## config.mk

```make
export PLATFORM = sky130hd
export DESIGN_NAME = lfp_port
export DESIGN_NICKNAME = d
export VERILOG_FILES = /design/src/common/lfp_pkg.sv /design/src/hdl/lfp_pin_sync.sv /design/src/hdl/lfp_port.sv
export VERILOG_INCLUDE_DIRS = /design/src /design/src/common
export SDC_FILE = /design/constraint.sdc
export NUM_CORES = 1
export LEC_CHECK = 0
export BUFFER_PORTS_ARGS = -buffer_cell sky130_fd_sc_hd__buf_4
export CORE_MARGIN = 2
export CORE_UTILIZATION = 41
export DETAILED_ROUTE_END_ITERATION = 6
export PLACE_DENSITY = 0.68
export REMOVE_ABC_BUFFERS = 1
export SYNTH_ARGS = -nofsm -noshare
export SYNTH_HDL_FRONTEND = slang
export SYNTH_SLANG_ARGS = --single-unit
export TNS_END_PERCENT = 10
```

## constraint.sdc

```tcl
create_clock -name ref_clk -period 2.2 [get_ports ref_clk]
set_input_delay 0.22 -clock ref_clk [delete_from_list [all_inputs] [get_ports ref_clk]]
set_output_delay 0.22 -clock ref_clk [all_outputs]
set_load 0.05 [all_outputs]
```

## src/common/lfp_regs.svh

```systemverilog
// Functional notes
// RULE1 - Eight-bit flash data bus, driven on writes, released on reads.
// RULE2 - Seventeen byte address outputs reach the whole 128 Kbyte flash; with the bit 7 strap high, bit 16 carries the clock.
// RULE3 - Address bit 7 pin sampled at reset; high selects 25 MHz clock on bit 16.
// RULE4 - After reset the bit 7 pin is an ordinary address output.
// RULE5 - Bit 15 pin is address for flash, shift clock for serial ROM.
// RULE6 - Bit 14 pin is address for flash, released as ROM data input otherwise.
// RULE7 - Bit 13 pin is address for flash, data toward the ROM otherwise.
// RULE8 - Bit 1 pin sampled at reset as standby power strap, else address.
// RULE9 - Serial ROM select is asserted during every ROM access.
// RULE10 - Active-low flash select held for the whole flash access only.
// RULE11 - Active-low read enable asserted only during flash reads.
// RULE12 - Active-low write enable asserted only during flash writes.
// RULE13 - Flash and ROM accesses never overlap; flash select off while ROM selected.
`ifndef LFP_REGS_SVH
`define LFP_REGS_SVH

`define LFP_ADDR_W        17
`define LFP_DATA_W        8
`define LFP_CNT_W         8
`define LFP_SYNC_DEPTH    3
`define LFP_CLK_MHZ       20
`define LFP_FL_STROBE_NS  120
`define LFP_FL_STROBE_CYC ((`LFP_FL_STROBE_NS * `LFP_CLK_MHZ + 999) / 1000)
`define LFP_ROM_HALF_NS   1000
`define LFP_ROM_HALF_CYC  ((`LFP_ROM_HALF_NS * `LFP_CLK_MHZ + 999) / 1000)

`define LFP_BIT_AUXCLK    16
`define LFP_BIT_SK        15
`define LFP_BIT_DO        14
`define LFP_BIT_DI        13
`define LFP_BIT_CLKSTRAP  7
`define LFP_BIT_PWRSTRAP  1

`define LFP_RST_ADDR      17'h00000
`define LFP_RST_OE        17'h00000
`define LFP_ALL_OE        17'h1FFFF

`endif

```

## src/common/lfp_pkg.sv

```systemverilog
package lfp_pkg;

	typedef enum logic [2:0] {
		LFP_IDLE     = 3'h0,
		LFP_FL_SETUP = 3'h1,
		LFP_FL_STRB  = 3'h2,
		LFP_FL_HOLD  = 3'h3,
		LFP_ROM_LOW  = 3'h4,
		LFP_ROM_HIGH = 3'h5,
		LFP_ROM_END  = 3'h6
	} lfp_phase_type;

	typedef struct packed {
		logic        write;
		logic [16:0] addr;
		logic [7:0]  wdata;
	} lfp_flash_req_type;

	typedef struct packed {
		logic [7:0] data;
		logic       rom_dout;
		logic       clk_strap;
		logic       pwr_strap;
	} lfp_pins_in_type;

	typedef struct packed {
		lfp_phase_type phase;
		logic [7:0]    cnt;
		logic          straps_done;
		logic          clk_strap;
		logic          pwr_strap;
		logic [16:0]   flash_address_bus;
		logic [16:0]   fla_oe;
		logic [7:0]    fld_o;
		logic          fld_oe;
		logic          write;
		logic          cs_n;
		logic          rd_n;
		logic          wr_n;
		logic          rom_sel;
		logic          last;
		logic          flash_ack;
		logic [7:0]    rdata;
		logic          rom_ack;
		logic          rom_bit;
	} lfp_state_type;

endpackage

```

## src/hdl/lfp_pin_sync.sv

```systemverilog
`timescale 1ns/1ns
module lfp_pin_sync #(
	parameter int WIDTH = 11
) (
	input  wire logic             ref_clk,  // Block clock
	input  wire logic [WIDTH-1:0] pin_in,   // Asynchronous pin levels
	output logic      [WIDTH-1:0] pin_out   // Filtered levels
);
	// No reset on purpose: straps must flow through while reset is held
	logic [WIDTH-1:0] s1_reg;
	logic [WIDTH-1:0] s2_reg;
	logic [WIDTH-1:0] s3_reg;
	logic [WIDTH-1:0] out_reg;

	always_ff @(posedge ref_clk) begin
		s1_reg <= pin_in;
		s2_reg <= s1_reg;
		s3_reg <= s2_reg;
	end

	genvar i;
	generate
		for (i = 0; i < WIDTH; i++) begin : g_bit
			always_ff @(posedge ref_clk) begin
				if (s2_reg[i] == s3_reg[i]) begin
					out_reg[i] <= s3_reg[i];
				end
			end
		end
	endgenerate

	assign pin_out = out_reg;
endmodule // lfp_pin_sync

```

## src/hdl/lfp_port.sv

```systemverilog
`timescale 1ns/1ns
`include "lfp_regs.svh"
module lfp_port (
	input  wire logic                      ref_clk,              // 20 MHz clock
	input  wire logic                      reset,                // Async, active high
	input  wire logic                      aux_clk_in,           // 25 MHz source
	input  wire logic                      flash_req,            // Flash access request
	input  wire lfp_pkg::lfp_flash_req_type flash_cmd,           // Write flag, address, data
	output logic                           flash_ack,            // Flash access done
	output logic [7:0]                     flash_rdata,          // Read data
	input  wire logic                      rom_req,              // Shift one ROM bit
	input  wire logic                      rom_di,               // Bit toward ROM
	input  wire logic                      rom_last,             // Drop select after bit
	output logic                           rom_ack,              // ROM bit done
	output logic                           rom_do,               // Bit from ROM
	output logic                           aux_clock_strap,      // Strap: clock on pin 16
	output logic                           standby_power_strap,  // Strap: auxiliary power
	output logic                           straps_valid,         // Straps captured
	input  wire logic [7:0]                flash_data_bus_i,     // Data pins in
	output logic [7:0]                     flash_data_bus_o,     // Data pins out
	output logic                           flash_data_bus_oe,    // Data pins enable
	input  wire logic [16:0]               flash_address_bus_i,  // Address pins in
	output logic [16:0]                    flash_address_bus_o,  // Address pins out
	output logic [16:0]                    flash_address_bus_oe, // Address pins enable
	output logic                           serial_rom_select,    // ROM chip select
	output logic                           flash_select_n,       // Flash chip select
	output logic                           flash_read_enable_n,  // Flash output enable
	output logic                           flash_write_enable_n  // Flash write enable
);
	lfp_pkg::lfp_state_type   r_reg;
	lfp_pkg::lfp_state_type   r_next;
	lfp_pkg::lfp_pins_in_type syn;

	localparam logic [7:0] STRB_CYC = 8'(`LFP_FL_STROBE_CYC);
	localparam logic [7:0] HALF_CYC = 8'(`LFP_ROM_HALF_CYC);
	localparam logic [7:0] SYNC_CYC = 8'(`LFP_SYNC_DEPTH);

	lfp_pin_sync #(
		.WIDTH(11)
	) u_sync (
		.ref_clk(ref_clk),
		.pin_in ({flash_data_bus_i, flash_address_bus_i[`LFP_BIT_DO],
			flash_address_bus_i[`LFP_BIT_CLKSTRAP], flash_address_bus_i[`LFP_BIT_PWRSTRAP]}),
		.pin_out(syn)
	);

	always_comb begin
		r_next = r_reg;
		r_next.flash_ack = 1'b0;
		r_next.rom_ack = 1'b0;
		case (r_reg.phase)
			lfp_pkg::LFP_IDLE: begin
				if (!r_reg.straps_done) begin
					// First cycle after release: pins still float, synchroniser holds the straps
					r_next.straps_done = 1'b1;
					r_next.clk_strap = syn.clk_strap; // RULE3
					r_next.pwr_strap = syn.pwr_strap; // RULE8
					r_next.fla_oe = `LFP_ALL_OE; // RULE4
				end else if (flash_req && !r_reg.rom_sel) begin // RULE13
					r_next.phase = lfp_pkg::LFP_FL_SETUP;
					r_next.flash_address_bus = flash_cmd.addr; // RULE2
					r_next.fla_oe = `LFP_ALL_OE;
					r_next.fld_o = flash_cmd.wdata;
					r_next.fld_oe = flash_cmd.write; // RULE1
					r_next.write = flash_cmd.write;
					r_next.cs_n = 1'b0; // RULE10
				end else if (rom_req) begin
					r_next.phase = lfp_pkg::LFP_ROM_LOW;
					r_next.rom_sel = 1'b1; // RULE9
					r_next.flash_address_bus[`LFP_BIT_SK] = 1'b0;
					r_next.flash_address_bus[`LFP_BIT_DI] = rom_di; // RULE7
					r_next.fla_oe[`LFP_BIT_DO] = 1'b0; // RULE6
					r_next.last = rom_last;
					r_next.cnt = HALF_CYC - 8'h01;
				end
			end
			lfp_pkg::LFP_FL_SETUP: begin
				r_next.phase = lfp_pkg::LFP_FL_STRB;
				r_next.rd_n = r_reg.write; // RULE11
				r_next.wr_n = !r_reg.write; // RULE12
				// Reads stretch the strobe to cover the pin synchroniser
				r_next.cnt = r_reg.write ? STRB_CYC - 8'h01 : STRB_CYC + SYNC_CYC - 8'h01;
			end
			lfp_pkg::LFP_FL_STRB: begin
				if (r_reg.cnt == 8'h00) begin
					r_next.phase = lfp_pkg::LFP_FL_HOLD;
					r_next.rd_n = 1'b1;
					r_next.wr_n = 1'b1;
					if (!r_reg.write) begin
						r_next.rdata = syn.data; // RULE1
					end
				end else begin
					r_next.cnt = r_reg.cnt - 8'h01;
				end
			end
			lfp_pkg::LFP_FL_HOLD: begin
				r_next.phase = lfp_pkg::LFP_IDLE;
				r_next.cs_n = 1'b1; // RULE10
				r_next.fld_oe = 1'b0;
				r_next.flash_ack = 1'b1;
			end
			lfp_pkg::LFP_ROM_LOW: begin
				if (r_reg.cnt == 8'h00) begin
					r_next.phase = lfp_pkg::LFP_ROM_HIGH;
					r_next.flash_address_bus[`LFP_BIT_SK] = 1'b1; // RULE5
					r_next.cnt = HALF_CYC - 8'h01;
				end else begin
					r_next.cnt = r_reg.cnt - 8'h01;
				end
			end
			lfp_pkg::LFP_ROM_HIGH: begin
				if (r_reg.cnt == 8'h00) begin
					r_next.flash_address_bus[`LFP_BIT_SK] = 1'b0; // RULE5
					r_next.rom_bit = syn.rom_dout; // RULE6
					r_next.rom_ack = 1'b1;
					r_next.cnt = HALF_CYC - 8'h01;
					r_next.phase = r_reg.last ? lfp_pkg::LFP_ROM_END : lfp_pkg::LFP_IDLE;
				end else begin
					r_next.cnt = r_reg.cnt - 8'h01;
				end
			end
			lfp_pkg::LFP_ROM_END: begin
				if (r_reg.cnt == 8'h00) begin
					r_next.phase = lfp_pkg::LFP_IDLE;
					r_next.rom_sel = 1'b0; // RULE13
					r_next.fla_oe = `LFP_ALL_OE;
				end else begin
					r_next.cnt = r_reg.cnt - 8'h01;
				end
			end
			default: begin
				r_next.phase = lfp_pkg::LFP_IDLE;
			end
		endcase
	end

	always_ff @(posedge ref_clk or posedge reset) begin
		if (reset) begin
			r_reg <= '{phase: lfp_pkg::LFP_IDLE, cnt: 8'h00, straps_done: 1'b0,
				clk_strap: 1'b0, pwr_strap: 1'b0, flash_address_bus: `LFP_RST_ADDR, fla_oe: `LFP_RST_OE,
				fld_o: 8'h00, fld_oe: 1'b0, write: 1'b0, cs_n: 1'b1, rd_n: 1'b1,
				wr_n: 1'b1, rom_sel: 1'b0, last: 1'b0, flash_ack: 1'b0, rdata: 8'h00,
				rom_ack: 1'b0, rom_bit: 1'b0};
		end else begin
			r_reg <= r_next;
		end
	end

	// The 25 MHz source cannot be retimed at 20 MHz, so only its select is a flop
	assign flash_address_bus_o = {r_reg.clk_strap ? aux_clk_in : r_reg.flash_address_bus[`LFP_BIT_AUXCLK],
		r_reg.flash_address_bus[15:0]}; // RULE3
	assign flash_address_bus_oe = r_reg.fla_oe;
	assign flash_data_bus_o     = r_reg.fld_o;
	assign flash_data_bus_oe    = r_reg.fld_oe;
	assign serial_rom_select    = r_reg.rom_sel;
	assign flash_select_n       = r_reg.cs_n;
	assign flash_read_enable_n  = r_reg.rd_n;
	assign flash_write_enable_n = r_reg.wr_n;
	assign flash_ack            = r_reg.flash_ack;
	assign flash_rdata          = r_reg.rdata;
	assign rom_ack              = r_reg.rom_ack;
	assign rom_do               = r_reg.rom_bit;
	assign aux_clock_strap      = r_reg.clk_strap;
	assign standby_power_strap  = r_reg.pwr_strap;
	assign straps_valid         = r_reg.straps_done;
endmodule // lfp_port

```

Word level (Yosys, flattened, before mapping) --
Cells that the tools add are included.
Operators by class: $add $sub $neg 1, equality and inequality tests 29, muxes and demuxes 42, bitwise operators 3, reductions and logical operators 27
Operators by type and width (count):
- $mux 17 | 2
- $pmux 17 s2 | 1
- $pmux 8 s4 | 1
- $mux 25 | 1
- $mux 3 | 8
- $mux 8 | 3
- $mux 11 | 2
- $ne 2x2->1 const B | 9
- $pmux 3 s6 | 1
- $reduce_and 3->1 | 6
- $mux 16 | 1
- $mux 15 | 1
- $reduce_and 5->1 | 3
- $mux 2 | 6
- $eq 1x1->1 | 11
- $mux 1 | 10
- $eq 3x3->1 const B | 3
- $logic_not 8->1 | 1
- $reduce_bool 2->1 | 4
- $sub 8x1->8 const B | 1
- $eq 3x2->1 const B | 2
- $ne 3x3->1 const B | 2
- $pmux 1 s2 | 3
- $reduce_and 2->1 | 3
- 13 further kinds | 17
Word-level totals: flip-flop bits (word level) 118, bits of input ports 58, output and inout port bits 61, word-level logic and storage cells 138

Longest topological paths before layout --
Gate-level depths: netlist (run 1).
depth after elaboration 5, depth in mapped cells 8, depth with buffers taken out 7

Cells and area by module --
A second synthesis (run 1) with hierarchy kept.
Unflattened totals: cell total of the unflattened synthesis 321, area, all modules 4106.4 sq um
Modules (own cells, without submodules):
- lfp_port | times used 1, cells each 266, area each 3019.1 sq um, sequential area each 1480.2 sq um
- lfp_pin_sync | times used 1, cells each 55, area each 1087.3 sq um, sequential area each 991.0 sq um

Least setup slack after synthesis (run 1) --
Ideal clock, no wire load.
path kind register to register, from reg r_reg[63] (netlist name), to reg r_reg[65] (netlist name), library setup time 0.122 ns, arrival 2.048 ns, data required time 2.078 ns, path slack 0.031 ns, stages on the path, launching flop included 8, buffers on the path 0, clock period less this slack 2.169 ns, path through dfrtp_1 -> inv_1 -> ha_1 -> or4b_4 -> or4_4 -> o21bai_4 -> o32ai_1 -> a32o_1
Between the ends: cells in the longest elaborated chain, start to end 3, elaborated cells on any way between the ends 7, classes of those cells add/sub: 1; eq/ne: 1; mux: 3; reduce/logical: 2
RTL lines:
- start: declaration | RTL line lfp_port.sv:30 | lfp_pkg::lfp_state_type r_reg;
- start signal: assignment | RTL line lfp_port.sv:139 | r_reg <= '{phase: lfp_pkg::LFP_IDLE, cnt: 8'h00, straps_done: 1'b0,
- start signal: assignment | RTL line lfp_port.sv:145 | r_reg <= r_next;
- $sub 8x1->8 or $logic_not 8->1 (tied branches)
- $mux 8 (tied with other cells) | RTL line lfp_port.sv:85, lfp_port.sv:123
- $pmux 8 s4 or $reduce_and 5->1 (tied branches)
Parallel ways exist; a longest one is shown, timed or not. The select of a mux whose other input is x is not followed. A chain may end at the register's enable or synchronous reset.

Worst setup path in the final report (run 1) --
Same ends and word-level chain as after synthesis.

==> results of run 1 <==
metrics by stage:
stage               utilization (%)  worst slack [ps]  instance area [um2]
global placement               48.8              32.7                 4800
detailed placement             48.8             -63.3                 4800
CTS                            52.3             -57.5                 5140
floorplan                         -             -3460                 3740
finish                         52.4             -51.4                 5150
global route                   52.4              -151                 5150
where the power goes:
group / internal (mW) / switching (mW) / total (mW)
clock: 0.486 / 0.697 / 1.18
sequential: 2.32 / 0.296 / 2.62
combinational: 0.925 / 1.47 / 2.39
total: 3.73 / 2.46 / 6.19
tightest hold or removal path, delay by kind of cell:
| family | cells | cell delay [ps] |
|---|---|---|
| and+or+nand+nor | 1 | 30 |
| buffers and inverters | 1 | 80 |
| AOI/OAI and AO/OA | 1 | 60 |
timing repair:
action,4_1_cts,5_1_grt
setup endpoints to repair,13,18
buffers inserted,0,0
hold buffers,12,0
pin swaps,1,2
hold endpoints to repair,31,0
gates resized for setup,2,3
logic make-up after synthesis:
kind of cell / Yosys count / synth area share [%]
flip-flops: 103 / 59.5
buffers and inverters: 72 / 11.0
AO/OA/AOI/OAI: 57 / 9.48
AND/OR/NAND/NOR: 52 / 7.16
multiplexers: 36 / 9.75
XOR/XNOR: 12 / 2.53
adder cells (fa/ha/maj): 2 / 0.602
routing by layer:
layer / track usage, % / vias to the layer above / part of all wire (%)
met5: 0 / - / 0
met4: 4.10 / 0 / 0.93
met3: 4.49 / 6 / 6.4
met2: 24.8 / 68 / 51
met1: 16.3 / 1298 / 42
li1: - / 1272 / -
final cells by class:
class	instances	area, um2
inverters	12	45.0
flip-flops and latches	103	2470
multi-input cells	159	1240
clock inverters	6	72.6
well taps	133	166
fillers	871	4670
repair buffers	130	1010
clock buffers	10	138
worst paths after layout:
check / startpoint / to / slack, ps / cells past startpoint
worst max-delay path: r_reg[63] / r_reg[65] / -50 / 7
worst min-delay path: rom_last / r_reg[11] / 60 / 3
worst max register to register: r_reg[63] / r_reg[65] / -50 / 7
worst min register to register: u_sync.s1_reg[1] / u_sync.s2_reg[1] / 340 / 0
max in group asynchronous: reset / flash_read_enable_n / 1040 / 4
min in group asynchronous: reset / flash_rdata[2] / 440 / 3
layout by cell type (no fill, tap or decap), drive strengths merged, types with 2 or more instances in the layout:
| cell | netlist | final |
|---|---|---|
| nor2b | 6 | 6 |
| a2bb2oi | 4 | 4 |
| a211oi | 3 | 3 |
| a31oi | 5 | 5 |
| dlygate4sd3 | 0 | 12 |
| dfstp | 3 | 3 |
| nor3 | 6 | 6 |
| a21oi | 6 | 6 |
| o211ai | 2 | 2 |
| o21bai | 2 | 2 |
| edfxtp | 11 | 11 |
| o22ai | 2 | 2 |
| mux2 | 36 | 36 |
| inv | 12 | 16 |
| or3 | 2 | 2 |
| nand2b | 6 | 6 |
| o21ai | 17 | 17 |
| ha | 2 | 2 |
| nor2 | 10 | 10 |
| nand2 | 13 | 13 |
| a22o | 4 | 4 |
| a21o | 2 | 2 |
| dfrtp | 56 | 56 |
| clkinv | 0 | 2 |
| clkbuf | 8 | 10 |
| xnor2 | 12 | 12 |
| buf | 52 | 118 |
| nor4 | 3 | 3 |
| dfxtp | 33 | 33 |
==> summary.md, run 1 <==
| Metric | Value |
|---|---|
| Status | finished with violations |
| Most used standard cell by instance count after synthesis | sky130_fd_sc_hd__dfrtp_1 |
| Post-synth EDFFs | 11 |
| Worst path top cell family by delay | simple AND/OR/NAND/NOR gates |
| Buffers plus inverters on the worst setup path | 1 |
| WS Path Type | reg2reg |
| Largest net degree at the start of global routing | 26 |
| Final cycle utilization of the critical path | 102% |
| Skew-Pair Late Insertion Delay | 360 ps |
| Share of synthesized area occupied by flip-flops and latches | between 50% and 60% |
| Hpwl dp | 5320 um |
| Number of CTS-inserted buffers | 9 |
| Proportion of netlist area held by the largest area contributor | 33.7% |
| Total number of placement rows | 36 |
| GPL Wtd Cong | about 0.85 |
| Via count | between 2000 and 3000 |
| Sinks on the clock net | 103 |
| Tightest Pin Transition | 482 ps |
| RSZ-0062 raised after global routing | true |
| Endpoint arrival time on the critical path | 2510 ps |
| Fraction of registers with async set or reset after synthesis | 57.3% |
| Sort of element at the end of the critical path | flop |
| Net total in the final layout | about 480 |
| Chain of cells forming the critical path | inv_2 -> ha_1 -> or4b_4 -> or4_4 -> o21bai_4 -> o32ai_1 -> a32o_1 |
| Violation count after the first detailed-routing iteration | 132 |
| Leakage Power | 2.38 nW |
| Buffer depth of the longest clock path | 2 |
| Number of vias per cell | between 4 and 5 |
| Layout cell share with drive strength beyond 1 | a little over two fifths |
| Slowest cell on the critical path | sky130_fd_sc_hd__or4b_4 |
| Maximum Capacitance Violations | 0 |
| Clock-pin slew reported for the worst setup and hold paths after clock tree synthesis | 100 ps |
| Mean instance size in the synthesized netlist | 12.4 um2 |
| Flip-flop and latch count after synthesis | 103 |
| Minimum clock period after layout | 2250 ps |
| Distinct cell type count after synthesis | 47 |
| Worst slack on hold paths | 59.4 ps |
| Clk Tree Root Cell | sky130_fd_sc_hd__clkbuf_8 |
| Starting density of the core | about 42% |
| Number of setup violations in the final report | 4 |
| Total Power | slightly above 6 mW |
| Final WL | ~7300 um |
| Commonest cells in the synthesized netlist | 56 x sky130_fd_sc_hd__dfrtp_1, 49 x sky130_fd_sc_hd__buf_4, 36 x sky130_fd_sc_hd__mux2_2, 33 x sky130_fd_sc_hd__dfxtp_1, 14 x sky130_fd_sc_hd__o21ai_0 |
| DRC violation count after routing | 0 |
| Worst hold-check path type | in2reg |
| IR drop worst, VDD | about 0.00054 V |
| Wire length of the first global-routing pass | 12500 um |
| Die boundary width | 105 um |
| Residual overflow from global routing | 0 |
| Failing checks | negative setup slack |
| Number of buffers added on ports | roughly 100 |
| Mapped Cells | roughly 330 |
| Total count of hold-check failures in the final report | 0 |
| First drt pass iteration count | 4 |
| I/O pins | 119 |
| Achievable Freq | 0.444 GHz |
| Post-Syn Area | 4160 um2 |
| Cell area power density | 1200 nW/um2 |
| Type of origin of the critical path | flop |
| Critical path data required time | 2460 ps |
| Remaining antenna violation count after routing | 0 |
| Synth Flop Type | sky130_fd_sc_hd__dfrtp_1 |
| CTS tree | built |
| DIE AREA | 11000 um2 |
| Slew margin rel. | 67.8% |
| Total Neg Setup Slack | -97.1 ps |
| Synth Warn # | 0 |
| Placed Instances | approximately 530 |
| DR WL/cell | 13.2 um |
| Die height | 105 um |
| Total track usage | 14.0% |
| Core region area | 9820 um2 |
| Antenna violations before repair | 0 |
| Depth of the CTS H-tree | 3 |
| Number of flip-flops under the largest register name | 16 |
| Total count of max-transition violations in the final report | 0 |
| Worst-path maximum fanout | 8 |
| Cell type with the highest aggregate area in the netlist | sky130_fd_sc_hd__dfrtp_1 |
| Synth-to-Final Area Change | 23.8% |
| Cell types with the largest area share after synthesis | sky130_fd_sc_hd__dfrtp_1 34%, sky130_fd_sc_hd__dfxtp_1 16%, sky130_fd_sc_hd__mux2_2 9.8%, sky130_fd_sc_hd__buf_4 8.9%, sky130_fd_sc_hd__edfxtp_1 7.9% |
| Post-route worst setup slack | -51.4 ps |
| Clock skew after layout | between 10 and 15 ps |
| Max stage delay on crit path | around 480 ps |
| Non-filler instance count after layout | around 550 |
| Number of antenna repair diodes | 0 |
| Vias in the first global route | 2732 |
Power figures use the tool's default switching activity.
==> run 2: changes to the inputs <==
Settings changed: PLACE_DENSITY 0.68 to 0.65, SLEW_MARGIN set to 20.
Clock period 2.2 ns to 2.9 ns, I/O delays scaled along.
==> summary.md, run 2 (synthesis gave the netlist of run 1 again) <==
| Metric | Value |
|---|---|
| Critical path data required time | 3150 ps (+690 ps) |
| Die boundary width | 105 um (unchanged) |
| Most used cells in the layout excluding fill and tap cells | 109 x sky130_fd_sc_hd__buf_4, 56 x sky130_fd_sc_hd__dfrtp_1, 36 x sky130_fd_sc_hd__mux2_2, 33 x sky130_fd_sc_hd__dfxtp_1, 14 x sky130_fd_sc_hd__o21ai_0 |
| Total Power | 4.68 mW (-25%) |
| Post_cts resized | 0 (-2) |
| Number of CTS-inserted buffers | 9 (unchanged) |
| Number of vias per cell | 4.85 (+1.5%) |
| Net total in the final layout | 464 (-2.3%) |
| Status | complete, no violations |
| First drt pass iteration count | 4 (unchanged) |
| Proportion of power drawn by combinational gates | 36.8% (-1.9 points) |
| Minimum clock period after layout | 2470 ps (+216 ps) |
| Skew-Pair Late Insertion Delay | 360 ps (about the same) |
| Via count | 2630 (-0.53%) |
| Post-route cell area | 5050 um2 (-1.9%) |
| Endpoint arrival time on the critical path | 2720 ps (+210 ps) |
| Power Internal | 2.83 mW (-24%) |
| RSZ-0062 raised after global routing | false |
| Cells on Worst Hold Path | 1 (-2) |
| Number of flip-flops under the largest register name | 16 (unchanged) |
| DR WL/cell | 13.3 um (+0.35%) |
| DIE AREA | 11000 um2 (unchanged) |
| Cell area power density | 926 nW/um2 (-23%) |
| Sequential cell fraction of total power | 42.9% (+0.7 points) |
| Clock skew after layout | 5.76 ps (-6.55 ps) |
| Leakage Power | 2.33 nW (-2.1%) |
| Number of antenna repair diodes | 0 (unchanged) |
| WS Path Type | reg2reg |
| Most common cell after layout, fill and taps aside | sky130_fd_sc_hd__buf_4 |
| Number of setup violations in the final report | 0 (-4) |
| Wire length of the first global-routing pass | 12100 um (-3.6%) |
| Standard cell area after detailed placement | 4730 um2 (-1.4%) |
| M1 WL | 3100 um (+0.75%) |
| Critical R2R Launch | r_reg[63] |
| Antenna violations before repair | 0 (unchanged) |
| Switching power of the nets | 1.84 mW (-25%) |
| Final WL | 7190 um (-1.6%) |
| DRC violation count after routing | 0 (unchanged) |
| Total track usage | 13.7% (-0.32 points) |
| Vias in the first global route | 2476 (-9.4%) |
| Slew margin rel. | 63.0% (-4.8 points) |
| Tightest Pin Transition | 550 ps (+67.8 ps) |
| Total count of max-transition violations in the final report | 0 (unchanged) |
| Startpoint of the tightest hold check path | flash_data_bus_i[5] |
| CTS Hold Buffers Added | 1 (-11) |
| Length of routed met3 wiring | 423 um (-9.4%) |
| Violation count after the first detailed-routing iteration | 189 (+43%) |
| Met2 Wirelength | 3560 um (-3.8%) |
| Worst-path maximum fanout | 8 (unchanged) |
| Hpwl dp | 5130 um (-3.7%) |
| Critical R2R Capture | r_reg[65] |
| IR drop worst, VDD | 0.000541 V (+0.69%) |
| Clock-pin slew reported for the worst setup and hold paths after clock tree synthesis | 100 ps (about the same) |
| Synth-to-Final Area Change | 21.4% |
| Depth of the CTS H-tree | 3 (unchanged) |
| Sinks on the clock net | 103 (unchanged) |
| Worst Hold Endpoint | u_sync.s1_reg[8] |
| Total number of placement rows | 36 (unchanged) |
| Die height | 105 um (unchanged) |
| Switching Share | 39.4% (-0.35 points) |
| GPL Wtd Cong | 0.793 (-6.3%) |
| Clock network fraction of total power | 20.4% (+1.3 points) |
| Residual overflow from global routing | 0 (unchanged) |
| Remaining antenna violation count after routing | 0 (unchanged) |
| Type of origin of the critical path | flop |
| Total count of hold-check failures in the final report | 0 (unchanged) |
| Top routing layer in use | met4 |
| Final cycle utilization of the critical path | 85.1% (-17 points) |
| Core region area | 9820 um2 (unchanged) |
| Register-to-register path setup slack | 430 ps (+480 ps) |
| Starting density of the core | 42.3% (unchanged) |
| Clk Tree Root Cell | sky130_fd_sc_hd__clkbuf_8 |
| Largest net degree at the start of global routing | 37 (+42%) |
| Sort of element at the end of the critical path | flop |
| Worst hold-check path type | in2reg |
| Achievable Freq | 0.405 GHz (-8.8%) |
| Buffer depth of the longest clock path | 2 (unchanged) |
| Maximum Capacitance Violations | 0 (unchanged) |
| Number of cells on the worst reg-to-reg path | 7 (unchanged) |
| Layout cell share with drive strength beyond 1 | 41.6% (-1.8 points) |
| Setup bufs post-CTS | 0 (unchanged) |
| CTS tree | built |
| I/O pins | 119 (unchanged) |
| Number of buffers added on ports | 104 (unchanged) |
-- run 2: power by group through the flow --
stage          clock (mW)  sequential, mW  combinational (mW)
5_1_grt              1.05            2.05                1.83
6_report            0.952            2.00                1.72
2_1_floorplan           0            2.63               0.585
4_1_cts             0.998            2.00                1.72
3_3_place_gp            0            2.02                1.70
3_5_place_dp            0            2.03                1.72
-- run 2: worst max-delay path, cell delays in order, from the launching register on --
cell	delay, ps
sky130_fd_sc_hd__dfrtp_1	420
sky130_fd_sc_hd__inv_1	130
sky130_fd_sc_hd__ha_1	150
sky130_fd_sc_hd__or4b_4	460
sky130_fd_sc_hd__nor4_2	430
sky130_fd_sc_hd__o22ai_1	320
sky130_fd_sc_hd__buf_4	240
sky130_fd_sc_hd__a32o_1	210
-- run 2: worst max-delay path by stage --
stage / slack (ps) / startpoint / end / cells after the start
6_report: 430 / r_reg[63] / r_reg[65] / 7
5_1_grt: 200 / r_reg[63] / rom_do / 7
4_1_cts: 420 / r_reg[63] / r_reg[65] / 7
3_5_place_dp: 440 / r_reg[63] / r_reg[70] / 7
3_3_place_gp: 460 / r_reg[63] / r_reg[65] / 7
2_1_floorplan: -2760 / flash_address_bus_oe[15] / flash_address_bus_oe[15] / 1
-- run 2: layout make-up --
class,instances,area [um2]
clock buffer,9,124
clock inverter,7,95.1
fill,881,4770
inverter,12,45.0
multi-input combinational,159,1230
sequential,103,2470
tap,133,166
timing repair buffer,119,918
-- run 2: metal layers --
layer	track usage (%)	up-vias
met5	0	-
met2	22.1	79
met1	17.7	1286
li1	-	1256
met4	4.48	0
met3	4.18	9
-- run 2: stage by stage --
| step | hold WS, ps | util, % | setup WS [ps] | setup TNS, ps | instances |
|---|---|---|---|---|---|
| after floorplan | 310 | - | -2760 | -41990 | 274 |
| after global placement | 310 | 48.2 | 458 | 0 | 516 |
| after detailed placement | 314 | 48.2 | 444 | 0 | 516 |
| after CTS | 0.792 | 50.5 | 415 | 0 | 533 |
| after global routing | 2.71 | 51.4 | 199 | 0 | 542 |
| final | 33.1 | 51.4 | 432 | 0 | 542 |
==> run 3: changes to the inputs <==
Clock period 2.9 ns to 2.4 ns, I/O delays scaled along.
==> summary.md, run 3 (synthesis gave the netlist of run 1 again) <==
| Metric | Value |
|---|---|
| Depth of the CTS H-tree | 3 (unchanged) |
| Storage cell area | 2470 um2 (unchanged) |
| Number of buffers added on ports | 104 (unchanged) |
| Remaining antenna violation count after routing | 0 (unchanged) |
| Antenna violations before repair | 0 (unchanged) |
| Worst-path maximum fanout | 8 (unchanged) |
| Total Power | 5.62 mW (+20%) |
| Critical R2R Capture | r_reg[65] |
| Register-to-register path setup slack | 60 ps (-370 ps) |
| Final cycle utilization of the critical path | 97.3% (+12 points) |
| GPL Wtd Cong | 0.797 (+0.47%) |
| Type of origin of the critical path | flop |
| Non-filler instance count after layout | 549 (+1.3%) |
| Number of setup violations in the final report | 0 (unchanged) |
| Endpoint arrival time on the critical path | 2600 ps (-120 ps) |
| Number of CTS-inserted buffers | 9 (unchanged) |
| Tightest Pin Transition | 571 ps (+21.2 ps) |
| Critical R2R Launch | r_reg[63] |
| Achievable Freq | 0.428 GHz (+5.6%) |
| DIE AREA | 11000 um2 (unchanged) |
| Sinks on the clock net | 103 (unchanged) |
| Residual overflow from global routing | 0 (unchanged) |
| Minimum clock period after layout | 2340 ps (-131 ps) |
| Vias in the first global route | 2572 (+3.9%) |
| Sort of element at the end of the critical path | flop |
| Slew margin rel. | 61.9% (-1.1 points) |
| Setup bufs post-CTS | 0 (unchanged) |
| Skew-Pair Late Insertion Delay | 370 ps (about the same) |
| Clock skew after layout | 10.7 ps (+4.97 ps) |
| Largest net degree at the start of global routing | 26 (-30%) |
| Synth-to-Final Area Change | 22.7% |
| First drt pass iteration count | 4 (unchanged) |
| Most used cells in the layout excluding fill and tap cells | 114 x sky130_fd_sc_hd__buf_4, 56 x sky130_fd_sc_hd__dfrtp_1, 36 x sky130_fd_sc_hd__mux2_2, 33 x sky130_fd_sc_hd__dfxtp_1, 14 x sky130_fd_sc_hd__o21ai_0 |
| Hpwl dp | 5120 um (about the same) |
| CTS tree | built |
| Maximum Capacitance Violations | 0 (unchanged) |
| Final WL | 7190 um (about the same) |
| Worst hold-check path type | in2reg |
| Total number of placement rows | 36 (unchanged) |
| Number of vias per cell | 4.70 (-3.1%) |
| Worst setup endpoint | r_reg[65] |
| IR drop worst, VDD | 0.000482 V (-11%) |
| Net total in the final layout | 471 (+1.5%) |
| Multi-input gate area in the final layout | 1240 um2 (+0.71%) |
| Violation count after the first detailed-routing iteration | 167 (-12%) |
| Number of antenna repair diodes | 0 (unchanged) |
| Starting density of the core | 42.3% (unchanged) |
| RSZ-0062 raised after global routing | true |
| Wire length of the first global-routing pass | 12400 um (+2.4%) |
| Total count of max-transition violations in the final report | 0 (unchanged) |
| Critical path data required time | 2660 ps (-490 ps) |
| Die boundary width | 105 um (unchanged) |
| Cell area power density | 1100 nW/um2 (+19%) |
| Total of fill cells in the finished design | 853 (-3.2%) |
| Total count of hold-check failures in the final report | 0 (unchanged) |
| Number of cells on the worst reg-to-reg path | 7 (unchanged) |
| Launch point of the worst path | r_reg[63] |
| Placed Instances | 521 (+0.97%) |
| Die height | 105 um (unchanged) |
| DR WL/cell | 13.1 um (-1.3%) |
| Leakage Power | 2.36 nW (+1.3%) |
| Buffer depth of the longest clock path | 2 (unchanged) |
| I/O pins | 119 (unchanged) |
| Most common cell after layout, fill and taps aside | sky130_fd_sc_hd__buf_4 |
| Number of flip-flops under the largest register name | 16 (unchanged) |
| WS Path Type | reg2reg |
| Layout cell share with drive strength beyond 1 | 42.1% (+0.50 points) |
| Status | complete, no violations |
| Clock-pin slew reported for the worst setup and hold paths after clock tree synthesis | 100 ps (about the same) |
| Via count | 2582 (-1.8%) |
| Clk Tree Root Cell | sky130_fd_sc_hd__clkbuf_8 |
| Core region area | 9820 um2 (unchanged) |
| Total track usage | 14.0% (+0.31 points) |
| DRC violation count after routing | 0 (unchanged) |
## run 3: cell types whose count changed in the layout (fill, tap and decap cells not counted)
cell                            previous run  this run
sky130_fd_sc_hd__bufinv_16                 1         0
sky130_fd_sc_hd__nor4_2                    1         0
sky130_fd_sc_hd__buf_4                   109       114
sky130_fd_sc_hd__inv_8                     2         3
sky130_fd_sc_hd__dlygate4sd3_1            10        12
sky130_fd_sc_hd__clkinv_4                  1         0
sky130_fd_sc_hd__clkbuf_8                  9        10
sky130_fd_sc_hd__nor4_4                    0         1
## run 3: worst min-delay path by stage
| stage | start | end | slack, ps | cells after the start |
|---|---|---|---|---|
| global route | flash_cmd[9] | flash_address_bus_o[1] | 70 | 2 |
| global placement | reset | flash_address_bus_o[11] | 310 | 2 |
| finish | rom_last | r_reg[11] | 80 | 3 |
| detailed placement | u_sync.s1_reg[6] | u_sync.s2_reg[6] | 310 | 0 |
| CTS | rom_last | r_reg[11] | 70 | 3 |
| floorplan | flash_address_bus_i[1] | u_sync.s1_reg[0] | 270 | 0 |
## run 3: cell type report
cell class	instances	area share, %
clock buffers	10	2.70
inverters	12	0.883
well taps	133	3.26
flip-flops and latches	103	48.5
repair buffers	126	19.1
multi-input cells	159	24.2
clock inverters	6	1.32
## run 3: report_power, final
group,leakage [nW],total (mW),switching [mW],internal (mW)
Sequential,1.12,2.42,0.295,2.13
Clock,0.106,1.08,0.640,0.444
Combinational,1.13,2.12,1.31,0.807
## run 3: routing by layer
metal	share of wire, %	GRT usage (%)	routed length [um]
met5	0	0	0
met1	43	17.3	3120
met2	49	23.2	3510
met4	1.0	4.00	72
met3	6.7	5.12	483
## run 3: repair_timing
action | 4_1_cts | 5_1_grt
hold buffers | 12 | 0
endpoints found under the setup margin | 0 | 15
hold endpoints to repair | 33 | 0
resized for setup | 0 | 1
## run 3: per-stage QoR
step	instance area, um2	setup slack, ps	hold WS [ps]	utilization (%)	TNS (ps)
floorplan	3740	-3260	268	-	-51200
global placement	4770	74.4	307	48.5	0
detailed placement	4770	27.5	313	48.5	0
CTS	5090	11.2	66.7	51.8	0
global route	5100	-4.20	74.7	51.9	-4.20
finish	5100	63.8	84.1	51.9	0
## run 3: critical path, cell delays in order (launching register included)
cell                       delay [ps]
sky130_fd_sc_hd__dfrtp_1          390
sky130_fd_sc_hd__inv_1            120
sky130_fd_sc_hd__ha_1             160
sky130_fd_sc_hd__or4b_4           480
sky130_fd_sc_hd__or4_4            470
sky130_fd_sc_hd__o21bai_4         240
sky130_fd_sc_hd__o32ai_1          120
sky130_fd_sc_hd__a32o_1           260
